===== config.mk =====
export PLATFORM = sky130hd
export DESIGN_NAME = fbmc_host
export DESIGN_NICKNAME = d
export VERILOG_FILES = /design/src/design/fbmc_pkg.sv /design/src/design/fbmc_host.sv /design/src/design/fbmc_timer.sv
export VERILOG_INCLUDE_DIRS = /design/src /design/src/design
export SDC_FILE = /design/constraint.sdc
export NUM_CORES = 1
export LEC_CHECK = 0
export BUFFER_PORTS_ARGS = -buffer_cell sky130_fd_sc_hd__clkbuf_2
export CORE_MARGIN = 2
export CORE_UTILIZATION = 45
export CTS_CLUSTER_SIZE = 30
export DETAILED_ROUTE_END_ITERATION = 12
export MAX_ROUTING_LAYER = met4
export PLACE_DENSITY = 0.71
export SLEW_MARGIN = 20
export SYNTH_ARGS = -nofsm -noshare
export SYNTH_HDL_FRONTEND = slang
export SYNTH_SLANG_ARGS = --single-unit

===== constraint.sdc =====
create_clock -name sys_clk -period 2.67 [get_ports sys_clk]
set_input_delay 0.801 -clock sys_clk [delete_from_list [all_inputs] [get_ports sys_clk]]
set_output_delay 0.801 -clock sys_clk [all_outputs]
set_load 0.02 [all_outputs]

===== src/design/fbmc_map.svh =====
`ifndef FBMC_MAP_SVH
`define FBMC_MAP_SVH

// system clock period
`define FBMC_CLK_NS      20
// chip-select access time, also the wake-up time out of standby
`define FBMC_ACC_NS      70
// write strobe low width
`define FBMC_WP_NS       35
// least reset pulse width (reset_pulse_min)
`define FBMC_RP_NS       500
// reset high to first read (reset_to_read_time)
`define FBMC_RH_NS       50
// longest internal reset completion while an embedded job runs
`define FBMC_READY_NS    20000

// cycle counts, rounded up because the host waits at least this long
`define FBMC_ACC_CYC   ((`FBMC_ACC_NS + `FBMC_CLK_NS - 1) / `FBMC_CLK_NS)
`define FBMC_WP_CYC    ((`FBMC_WP_NS + `FBMC_CLK_NS - 1) / `FBMC_CLK_NS)
`define FBMC_RP_CYC    ((`FBMC_RP_NS + `FBMC_CLK_NS - 1) / `FBMC_CLK_NS)
`define FBMC_RH_CYC    ((`FBMC_RH_NS + `FBMC_CLK_NS - 1) / `FBMC_CLK_NS)
`define FBMC_READY_CYC ((`FBMC_READY_NS + `FBMC_CLK_NS - 1) / `FBMC_CLK_NS)
// stages of the pin synchronisers
`define FBMC_SYNC_CYC    2

// address field positions
`define FBMC_SECT_HI     20
`define FBMC_SECT_LO     16
`define FBMC_GROUP_LO    18
`define FBMC_ID_A6       6
// code in the low address pair for each identifier read
`define FBMC_ID_MANUF    2'h0
`define FBMC_ID_DEVICE   2'h1
`define FBMC_ID_PROT     2'h2
// data bit that reports a protected group
`define FBMC_PROT_BIT    0

`endif


===== src/design/fbmc_pkg.sv =====
package fbmc_pkg;

    // controller sequencer states
    typedef enum logic [3:0] {
        ST_IDLE     = 4'h0,
        ST_READ     = 4'h1,
        ST_WR_SETUP = 4'h2,
        ST_WR_PULSE = 4'h3,
        ST_WR_HOLD  = 4'h4,
        ST_RST_LOW  = 4'h5,
        ST_RST_REC  = 4'h6,
        ST_RST_WAIT = 4'h7
    } fbmc_state_t;

    // user-side operations
    typedef enum logic [2:0] {
        OP_READ  = 3'h0,
        OP_WRITE = 3'h1,
        OP_RESET = 3'h2,
        OP_ID    = 3'h3,
        OP_PROT  = 3'h4
    } fbmc_op_t;

endpackage : fbmc_pkg


===== src/design/fbmc_host.sv =====
`include "fbmc_map.svh"

// Operation
// - write: strobe and select low, gate high
// - wait full access time after standby
// - no read before reset recovery time
// - reissue jobs interrupted by reset; the host only flags them on resetInterrupted
// - elevated id: A6 low, A1:A0 pick
// - group address bits give protect code
// - read: select and gate low, strobe high
module fbmc_host
    import fbmc_pkg::*;
#(
    parameter logic [15:0] RP_CYC    = 16'(`FBMC_RP_CYC),   // reset low
    parameter logic [15:0] RH_CYC    = 16'(`FBMC_RH_CYC),   // recovery
    parameter logic [15:0] READY_CYC = 16'(`FBMC_READY_CYC) // busy wait
)
(
    input  wire logic        sys_clk,           // system clock
    input  wire logic        rst_n,             // async reset, active low
    input  wire logic        reqValid,          // request offered
    output logic             reqReady,          // request taken when high
    input  wire fbmc_op_t    reqOp,             // operation
    input  wire logic [20:0] reqAddr,           // byte address
    input  wire logic [7:0]  reqData,           // write data
    output logic             rspValid,          // one-cycle answer
    output logic [7:0]       rspData,           // read data or status
    output logic             rspProtected,      // protect bit of answer
    output logic             rspTimeout,        // busy never cleared
    output logic             deviceBusy,        // synced busy level
    output logic             resetInterrupted,  // reset hit a busy job
    output logic [4:0]       sectorIndex,       // sector of last address
    output logic             flashCeN,          // chip select, low
    output logic             flashOeN,          // output gate, low
    output logic             flashWeN,          // write strobe, low
    output logic             flashResetN,       // hardware reset, low
    output logic [20:0]      flashAddr,         // address pins
    output logic [7:0]       dataLinesOut,      // data pins, out value
    output logic             dataLinesOe,       // host drives data pins
    input  wire logic [7:0]  dataLinesIn,       // data pins, in value
    input  wire logic        readyBusyIn,       // ready_busy_out pin
    output logic             elevatedIdVoltage  // raise id address line
);

    localparam logic [15:0] RD_CYC = 16'(`FBMC_ACC_CYC + `FBMC_SYNC_CYC);
    localparam logic [15:0] WP_CYC = 16'(`FBMC_WP_CYC);
    fbmc_state_t state_r;    // sequencer state
    fbmc_state_t state_nxt;  // next sequencer state
    logic        accept;     // request taken this cycle
    logic        tmrLoad;    // restart the timer
    logic [15:0] tmrVal;     // value for the timer
    logic        tmrDone;    // timed phase over
    logic [7:0]  dataMeta_r; // data synchroniser, first stage
    logic [7:0]  dataSync_r; // data synchroniser, second stage
    logic        rbMeta_r;   // busy synchroniser, first stage
    logic        rbSync_r;   // busy synchroniser, second stage
    logic        isProt_r;   // current read is a protect check

    assign reqReady   = (state_r == ST_IDLE);
    assign accept     = reqValid && reqReady;
    assign deviceBusy = !rbSync_r;

    fbmc_timer u_timer
    (
        .sys_clk (sys_clk), .rst_n (rst_n), .load (tmrLoad),
        .loadVal (tmrVal), .done (tmrDone)
    );

    // both pins come from the device's own timing, so two stages each
    always_ff @(posedge sys_clk or negedge rst_n)
    begin
        if (!rst_n)
            {dataMeta_r, dataSync_r, rbMeta_r, rbSync_r} <= 18'h00003;
        else
        begin
            {dataSync_r, dataMeta_r} <= {dataMeta_r, dataLinesIn};
            {rbSync_r, rbMeta_r}     <= {rbMeta_r, readyBusyIn};
        end
    end

    // next state and timer loads
    always_comb
    begin
        state_nxt = state_r;
        tmrLoad   = 1'b0;
        tmrVal    = 16'h0000;
        unique case (state_r)
            ST_IDLE:
                if (accept)
                begin
                    unique case (reqOp)
                        OP_WRITE: state_nxt = ST_WR_SETUP;
                        OP_RESET:
                        begin
                            state_nxt = ST_RST_LOW;
                            tmrLoad   = 1'b1;
                            tmrVal    = RP_CYC;
                        end
                        default:
                        begin
                            // access time plus the synchroniser lag
                            state_nxt = ST_READ;
                            tmrLoad   = 1'b1;
                            tmrVal    = RD_CYC;
                        end
                    endcase
                end
            ST_READ:
                if (tmrDone)
                    state_nxt = ST_IDLE;
            ST_WR_SETUP:
            begin
                state_nxt = ST_WR_PULSE;
                tmrLoad   = 1'b1;
                tmrVal    = WP_CYC;
            end
            ST_WR_PULSE:
                if (tmrDone)
                    state_nxt = ST_WR_HOLD;
            ST_WR_HOLD: state_nxt = ST_IDLE;
            ST_RST_LOW:
                if (tmrDone)
                begin
                    state_nxt = ST_RST_REC;
                    tmrLoad   = 1'b1;
                    tmrVal    = RH_CYC;
                end
            ST_RST_REC:
                if (tmrDone)
                begin
                    state_nxt = ST_RST_WAIT;
                    tmrLoad   = 1'b1;
                    tmrVal    = READY_CYC;
                end
            ST_RST_WAIT:
                // a busy device holds the line low until it is done
                if (rbSync_r || tmrDone)
                    state_nxt = ST_IDLE;
        endcase
    end

    // state register
    always_ff @(posedge sys_clk or negedge rst_n)
    begin
        if (!rst_n)
            state_r <= ST_IDLE;
        else
            state_r <= state_nxt;
    end

    // control strobes decoded from the next state, so pins are glitch free
    always_ff @(posedge sys_clk or negedge rst_n)
    begin
        if (!rst_n)
            {flashCeN, flashOeN, flashWeN, flashResetN, dataLinesOe} <= 5'h1e;
        else
        begin
            // idle leaves select high, so the part sits in standby
            flashCeN    <= !(state_nxt inside {ST_READ, ST_WR_SETUP,
                                               ST_WR_PULSE, ST_WR_HOLD});
            flashOeN    <= (state_nxt != ST_READ);
            flashWeN    <= (state_nxt != ST_WR_PULSE);
            flashResetN <= (state_nxt != ST_RST_LOW);
            // only drive the bus while the device output is gated off
            dataLinesOe <= (state_nxt inside {ST_WR_SETUP,
                                              ST_WR_PULSE, ST_WR_HOLD});
        end
    end

    // address, write data and id voltage latched with the request
    always_ff @(posedge sys_clk or negedge rst_n)
    begin
        if (!rst_n)
            {flashAddr, dataLinesOut, elevatedIdVoltage, isProt_r} <= 31'h0;
        else if (accept)
        begin
            flashAddr         <= reqAddr;
            dataLinesOut      <= reqData;
            elevatedIdVoltage <= (reqOp == OP_ID) || (reqOp == OP_PROT);
            isProt_r          <= (reqOp == OP_PROT);
            if (reqOp == OP_ID)
            begin
                flashAddr[`FBMC_ID_A6] <= 1'b0;
                flashAddr[1:0]         <= reqAddr[0] ? `FBMC_ID_DEVICE
                                                     : `FBMC_ID_MANUF;
            end
            else if (reqOp == OP_PROT)
            begin
                // group bits pass through, the rest selects the check
                flashAddr[`FBMC_GROUP_LO-1:0] <= 18'h00000;
                flashAddr[1:0]                <= `FBMC_ID_PROT;
            end
        end
        else if (state_r == ST_IDLE)
            elevatedIdVoltage <= 1'b0;
    end

    assign sectorIndex = flashAddr[`FBMC_SECT_HI:`FBMC_SECT_LO];
    // answers: read data on the last read cycle, end of a reset wait
    always_ff @(posedge sys_clk or negedge rst_n)
    begin
        if (!rst_n)
            {rspValid, rspData, rspProtected, rspTimeout} <= 11'h000;
        else
        begin
            rspValid <= 1'b0;
            if (state_r == ST_READ && tmrDone)
            begin
                rspValid     <= 1'b1;
                rspData      <= dataSync_r;
                rspProtected <= isProt_r &&
                                dataSync_r[`FBMC_PROT_BIT];
                rspTimeout   <= 1'b0;
            end
            else if (state_r == ST_RST_WAIT && state_nxt == ST_IDLE)
            begin
                rspValid     <= 1'b1;
                rspData      <= 8'h00;
                rspProtected <= 1'b0;
                rspTimeout   <= !rbSync_r;
            end
        end
    end

    // software must redo a job that a reset cut short; the flag says so
    always_ff @(posedge sys_clk or negedge rst_n)
    begin
        if (!rst_n)
            resetInterrupted <= 1'b0;
        else if (accept && reqOp == OP_RESET && !rbSync_r)
            resetInterrupted <= 1'b1;
        else if (accept && reqOp == OP_WRITE)
            resetInterrupted <= 1'b0;
    end
    // helper counters watched only by the checks below
    logic [15:0] gateLowCnt; // cycles the gate has been low
    logic [15:0] rstLowCnt;  // cycles reset has been low
    logic [7:0]  sinceRst;   // cycles since reset went high, saturating
    always_ff @(posedge sys_clk or negedge rst_n)
    begin
        if (!rst_n)
            {gateLowCnt, rstLowCnt, sinceRst} <= 40'h00000000ff;
        else
        begin
            gateLowCnt <= flashOeN ? 16'h0000 : gateLowCnt + 16'h0001;
            rstLowCnt  <= flashResetN ? 16'h0000 : rstLowCnt + 16'h0001;
            if (!flashResetN)
                sinceRst <= 8'h00;
            else if (sinceRst != 8'hff)
                sinceRst <= sinceRst + 8'h01;
        end
    end

    AST_WRITE_LEVELS: assert property (@(posedge sys_clk) disable iff (!rst_n)
        !flashWeN |-> !flashCeN && flashOeN && dataLinesOe)
        else $error("write strobe low with bad select or gate");
    AST_READ_LEVELS: assert property (@(posedge sys_clk) disable iff (!rst_n)
        !flashOeN |-> !flashCeN && flashWeN && !dataLinesOe)
        else $error("gate low with bad select or strobe");
    AST_ACCESS_WAIT: assert property (@(posedge sys_clk) disable iff (!rst_n)
        state_r == ST_READ && tmrDone |-> gateLowCnt >= RD_CYC)
        else $error("read data sampled before access time");
    AST_RESET_WIDTH: assert property (@(posedge sys_clk) disable iff (!rst_n)
        $rose(flashResetN) |-> $past(rstLowCnt) >= RP_CYC)
        else $error("reset pulse shorter than minimum");
    AST_RESET_RECOVERY: assert property (@(posedge sys_clk)
        disable iff (!rst_n)
        $fell(flashOeN) |-> sinceRst >= 8'(RH_CYC))
        else $error("read started inside reset recovery");
    AST_FLOAT_GATE: assert property (@(posedge sys_clk) disable iff (!rst_n)
        dataLinesOe |-> flashOeN ##1 flashOeN)
        else $error("host drives data while device gate open");
    AST_ID_ADDRESS: assert property (@(posedge sys_clk) disable iff (!rst_n)
        elevatedIdVoltage && !flashOeN |->
            !flashAddr[`FBMC_ID_A6] && flashAddr[1:0] != 2'h3)
        else $error("elevated id read with bad address");
    AST_BUSY_SAMPLED: assert property (@(posedge sys_clk) disable iff (!rst_n)
        state_r == ST_RST_WAIT && state_nxt == ST_IDLE |->
            ##1 rspValid && rspTimeout == !$past(rbSync_r))
        else $error("reset wait left without busy sample");

endmodule : fbmc_host


===== src/design/fbmc_timer.sv =====
// down counter shared by every timed phase of the sequencer
module fbmc_timer
(
    input  wire logic        sys_clk, // system clock
    input  wire logic        rst_n,   // async reset, active low
    input  wire logic        load,    // load a new count
    input  wire logic [15:0] loadVal, // count to load
    output logic             done     // count has reached zero
);

    logic [15:0] count_r; // remaining cycles

    // load wins over the decrement so a phase can restart at once
    always_ff @(posedge sys_clk or negedge rst_n)
    begin
        if (!rst_n)
            count_r <= 16'h0000;
        else if (load)
            count_r <= loadVal;
        else if (count_r != 16'h0000)
            count_r <= count_r - 16'h0001;
    end

    assign done = (count_r == 16'h0000);

endmodule : fbmc_timer


==> results_dict.tcl, run 1 <==
set metrics [dict create \
    status "finished, final reports clean" \
    track_usage_pct 19.38 \
    grt_pass1_wl_mm 12.65 \
    slew_viol_final 0 \
    seqCellArea_um2 2160 \
    fin_nets 471 \
    drc 0 \
    cp_cell_sequence "nor4_2, clkbuf_2" \
    antenna_found_initial 0 \
    fillers 692 \
    slew_headroom_pct 48.40 \
    fin_crit_sh_pct 93.32 \
    ctsResizeCount 0 \
    ys_seq_area_share_pct 59.64 \
    synthFlopType "dfrtp_1" \
    crit_end "reqReady" \
    clk_latency_ps 360 \
    required_ps 1870 \
    cts.clk_slew.worst_paths_ps 90 \
    worstReg2RegStart "u_timer.count_r[0]$_DFFE_PN0P_" \
    cts_hold_buf 0 \
    ir_drop_mv 0.6761 \
    synth_area_um2 3621 \
    die-area_um2 8780 \
    leakagePower_nw 2.215 \
    finalSetupViolations 0 \
    core-area_um2 7767 \
    ys_types 50 \
    p_sw_mw 2.189 \
    pre_cts_ws_ps 217.4 \
    critPathMaxStageDelay_ps 590 \
    p_int_mw 3.230 \
    pwr_density_cell_nw_per_um2 1225 \
    port-buffer-count 97 \
    max_clock_freq_ghz 0.4013 \
    yosys_warnings 0 \
    startpoint "state_r[1]$_DFF_PN0_" \
    cp_num_buf_inv 1 \
    start_kind "flop" \
    gp_congestion 0.8963 \
    synth_edf_count 0 \
    swShare_pct 40.39 \
    cts_made_buffers 9 \
    cp.arrival_ps 1690 \
    crit_fanout 16 \
    post-synth-top-area-cell "dfrtp_1" \
    post_cts_buffers 0 \
    cts_max_path_buffers 2 \
    clock_sinks 86 \
    synthTopCellsByArea "dfrtp_1 (55%), nand2_1 (6.8%), a22o_1 (6.3%)" \
    clock_power_share_pct 19.2 \
    synth.avg_cell_area_um2 11.01 \
    ant_nets 0 \
    overflow 0 \
    worst_slack_ps 178.3 \
    dieHeight_um 93.70 \
    async_reset_ff_share_pct 100.0 \
    drv_cap 0 \
    yosysMostFrequentCell "dfrtp_1" \
    vias 2710 \
    power_frac_seq_pct 41.1 \
    viasPerCell 5.094 \
    criticalPathCategory "reg -> out" \
    r2r_end "rspProtected$_DFFE_PN0P_" \
    multi_input_area_um2 1314 \
    cp.depth 2 \
    ctsHtreeMaxLevel 3 \
    wl_per_cell_um 14.28 \
    hold_viol_final 0 \
    reg2reg_depth 8 \
    initial_core_util_pct 46.62 \
    worst_pin_slew_ps 768.9 \
    min_path_type "in -> async" \
    rsz0062_at_grt "false" \
    ys_ff_latch 86 \
    grt_pass1_vias 2627 \
    wirelength_mm 7.599 \
    cp_top_family "flip-flops" \
    drtIter0Drc 111 \
    finClkSkew_ps 9.064 \
    ioPinCount 98 \
    p_comb_share_pct 39.7 \
    diodes 0 \
    end_kind "primary output" \
    final_cells 532 \
    critPathSlowestCell "dfrtp_1" \
    grt_max_degree 59 \
    place_inst 516 \
    syn-instance-count 329 \
    dieWidth_um 93.70 \
    layout-drive-gt1-share_pct 32.09 \
    reg2reg_slack_ps 300 \
    num_rows 32 \
    whs_ps 338.5 \
    cts_tree "yes" \
    dp_hpwl_mm 5.390 \
    synthesis.nets 375 \
    finalSetupTns_ps 0 \
    synth_top_area_share_pct 55.29 \
    synthTopCellsByCount "dfrtp_1 (80), nand2_1 (66), nor2_1 (29), a22o_1 (26)" \
    areaGrowthSynthToFinish_pct 22.18 \
    fin_crit_ps 2492 \
    cts-root-buf "clkbuf_8" \
    first_pass_iters 5 \
]
## how the worst min path moves through the flow
| stage | to | cells past startpoint | slack (ps) |
|---|---|---|---|
| floorplan | dataSync_r[0]$_DFF_PN0_ | 0 | 330 |
| global placement | dataSync_r[3]$_DFF_PN0_ | 0 | 330 |
| detailed placement | dataSync_r[2]$_DFF_PN0_ | 0 | 330 |
| CTS | flashAddr[17]$_DFFE_PN0P_ | 1 | 340 |
| global route | flashAddr[12]$_DFFE_PN0P_ | 1 | 340 |
| finish | flashAddr[17]$_DFFE_PN0P_ | 1 | 340 |
## flip-flops by register name, summed over array words and instances (netlist names), 4 cells and up
signal           flops
state_r              4
u_timer.count_r     16
rspData              8
flashAddr           21
dataSync_r           8
dataLinesOut         8
dataMeta_r           8
## layout by cell type (no fill, tap or decap), drive strengths merged, types with 3 or more instances in the layout
| cell type | instances |
|---|---|
| clkbuf | 105 |
| dfrtp | 80 |
| nand2 | 66 |
| nor2 | 30 |
| a22o | 26 |
| a21oi | 10 |
| o21ai | 10 |
| buf | 10 |
| xnor2 | 9 |
| inv | 9 |
| nand3 | 7 |
| nor4 | 7 |
| dfstp | 6 |
| nand2b | 5 |
| xor2 | 5 |
| nor3 | 4 |
| nand3b | 3 |
| or3 | 3 |
## layer usage
layer | GRT usage [%] | routed length [um] | up-vias
met5 | - | 0 | -
met4 | 5.556 | 121 | 0
met3 | 6.340 | 341 | 10
met2 | 29.40 | 3672 | 70
met1 | 25.22 | 3463 | 1308
li1 | - | - | 1322
## final cells by class
cell class | instances | area share, %
Clock inverter | 7 | 2.376
Multi-Input combinational cell | 215 | 29.69
Timing Repair Buffer | 106 | 12.84
Tap cell | 102 | 2.885
Clock buffer | 9 | 2.800
Inverter | 7 | 0.5939
Sequential cell | 86 | 48.81
## logic make-up after synthesis
kind of cell / Yosys count / share of synthesized area (%)
AND/OR/NAND/NOR: 138 / 19.21
flip-flops: 86 / 59.64
AO/OA/AOI/OAI: 61 / 12.99
buffers and inverters: 28 / 4.077
XOR/XNOR: 14 / 3.386
adder cells (fa/ha/maj): 2 / 0.6910
## power by group through the flow
stage                     sequential, mW  combinational, mW  clock [mW]
final                               2.23               2.15        1.04
after global routing                2.29               2.36        1.12
after CTS                           2.23               2.18        1.06
after detailed placement            2.24               2.17           0
after global placement              2.23               2.12           0
after floorplan                     2.55               1.18           0
## through the flow
step	instance area [um2]	power [mW]	utilization [%]
floorplan	3621	3.739	-
global route	4424	5.778	56.96
CTS	4424	5.462	56.96
finish	4424	5.419	56.96
detailed placement	4195	4.407	54.01
global placement	4195	4.350	54.01
Power figures use the tool's default switching activity.
==> inputs of run 2 (changes only) <==
--- a/config.mk
+++ b/config.mk
@@ -7,12 +7,12 @@
 export NUM_CORES = 1
 export LEC_CHECK = 0
 export BUFFER_PORTS_ARGS = -buffer_cell sky130_fd_sc_hd__clkbuf_2
-export CORE_MARGIN = 2
-export CORE_UTILIZATION = 45
+export CORE_MARGIN = 4
+export CORE_UTILIZATION = 40
 export CTS_CLUSTER_SIZE = 30
 export DETAILED_ROUTE_END_ITERATION = 12
 export MAX_ROUTING_LAYER = met4
-export PLACE_DENSITY = 0.71
+export PLACE_DENSITY = 0.65
 export SLEW_MARGIN = 20
 export SYNTH_ARGS = -nofsm -noshare
 export SYNTH_HDL_FRONTEND = slang
==> results_dict.tcl, run 2 (synthesis gave the netlist of run 1 again) <==
set metrics [dict create \
    crit_fanout 13 \
    criticalPathCategory "reg -> out" \
    num_rows 34 \
    wl_met1_mm 3.520 \
    top_regs "flashAddr (21), u_timer.count_r (16)" \
    track_usage_pct 15.67 \
    wl_per_cell_um 13.97 \
    dieWidth_um 103.1 \
    clk_latency_ps 360 \
    ioPinCount 98 \
    finClkSkew_ps 10.89 \
    fillers 808 \
    slew_headroom_pct 48.55 \
    drtIter0Drc 92 \
    antenna_found_initial 0 \
    first_pass_iters 4 \
    grt_pass1_vias 2666 \
    top_layer "met4" \
    pre_cts_ws_ps 319.8 \
    drv_cap 0 \
    drc 0 \
    initial_core_util_pct 41.32 \
    required_ps 1870 \
    wl_met3_um 516 \
    final_cells 540 \
    worst_pin_slew_ps 766.6 \
    dieHeight_um 103.1 \
    worstReg2RegStart "u_timer.count_r[0]$_DFFE_PN0P_" \
    leakagePower_nw 2.224 \
    rsz0062_at_grt "false" \
    ctsHtreeMaxLevel 3 \
    ir_drop_mv 0.5594 \
    status "finished, final reports clean" \
    hp-start "dataMeta_r[6]$_DFF_PN0_" \
    route.met2.wl_mm 3.455 \
    top_register "flashAddr" \
    cts_tree "yes" \
    place_inst 524 \
    ctsResizeCount 0 \
    hold_viol_final 0 \
    mostFrequentLayoutCell "clkbuf_2" \
    viasPerCell 5.002 \
    cts_made_buffers 9 \
    worst_slack_ps 276.7 \
    largest_reg_flops 21 \
    gp_congestion 0.8678 \
    startpoint "state_r[0]$_DFF_PN0_" \
    diodes 0 \
    port-buffer-count 97 \
    core-area_um2 8763 \
    cts-root-buf "clkbuf_8" \
    start_kind "flop" \
    min_path_type "reg -> reg" \
    cp.arrival_ps 1590 \
    p_total_mw 5.344 \
    areaGrowthSynthToFinish_pct 22.36 \
    layout-drive-gt1-share_pct 32.41 \
    clock_sinks 86 \
    die-area_um2 10640 \
    end_kind "primary output" \
    cts_hold_buf 0 \
    finalSetupViolations 0 \
    slew_viol_final 0 \
    dp_hpwl_mm 5.510 \
    cts.clk_slew.worst_paths_ps 100 \
    vias 2701 \
    finalSetupTns_ps 0 \
    fin_crit_ps 2393 \
    fin_util_pct 50.56 \
    cts_max_path_buffers 2 \
    ant_nets 0 \
    grt_pass1_wl_mm 12.59 \
    grt_max_degree 54 \
    overflow 0 \
    fin_crit_sh_pct 89.64 \
    final_cell_mix "clkbuf_2 (96), dfrtp_1 (80), nand2_1 (66)" \
    fin_nets 473 \
    pwr_density_cell_nw_per_um2 1206 \
    post_cts_buffers 0 \
    wirelength_mm 7.546 \
    max_clock_freq_ghz 0.4178 \
]
==> run 2: layout make-up <==
cell class,count,area [um2],share of cell area (%)
clock inverters,7,88.84,2.005
multi-input cells,215,1314,29.65
inverters,7,26.28,0.5931
flip-flops and latches,86,2160,48.74
well taps,108,135.1,3.050
clock buffers,9,123.9,2.796
repair buffers,108,583.1,13.16
==> run 2: metrics by stage <==
step | hold slack, ps | cell area, um2
floorplan | 331.2 | 3621
global placement | 333.8 | 4218
detailed placement | 334.7 | 4218
CTS | 355.0 | 4431
global route | 353.3 | 4431
finish | 354.4 | 4431
==> run 2: worst paths after layout <==
kind / slack [ps] / endpoint / depth (start not counted)
hold reg to reg: 350 / dataSync_r[6]$_DFF_PN0_ / 0
max in group asynchronous: 1600 / flashAddr[17]$_DFFE_PN0P_ / 2
min in group asynchronous: 470 / dataSync_r[1]$_DFF_PN0_ / 1
setup reg to reg: 320 / rspData[1]$_DFFE_PN0P_ / 7
setup / recovery: 280 / reqReady / 2
hold / removal: 350 / dataSync_r[6]$_DFF_PN0_ / 0
==> run 2: power breakdown <==
part           internal (mW)  switching [mW]
combinational          0.893            1.28
sequential              1.81           0.385
clock                  0.455           0.520
==> run 2: routing by layer <==
layer  vias up  global-route usage (%)
li1       1323                       -
met1      1295                   20.77
met2        79                   23.14
met3         4                   5.007
met4         0                   4.582
met5         -                       -
==> run 2: critical path: stages (launching register included) <==
cell and delay [ps]:
dfrtp_1 530, nor4_2 450, clkbuf_2 250
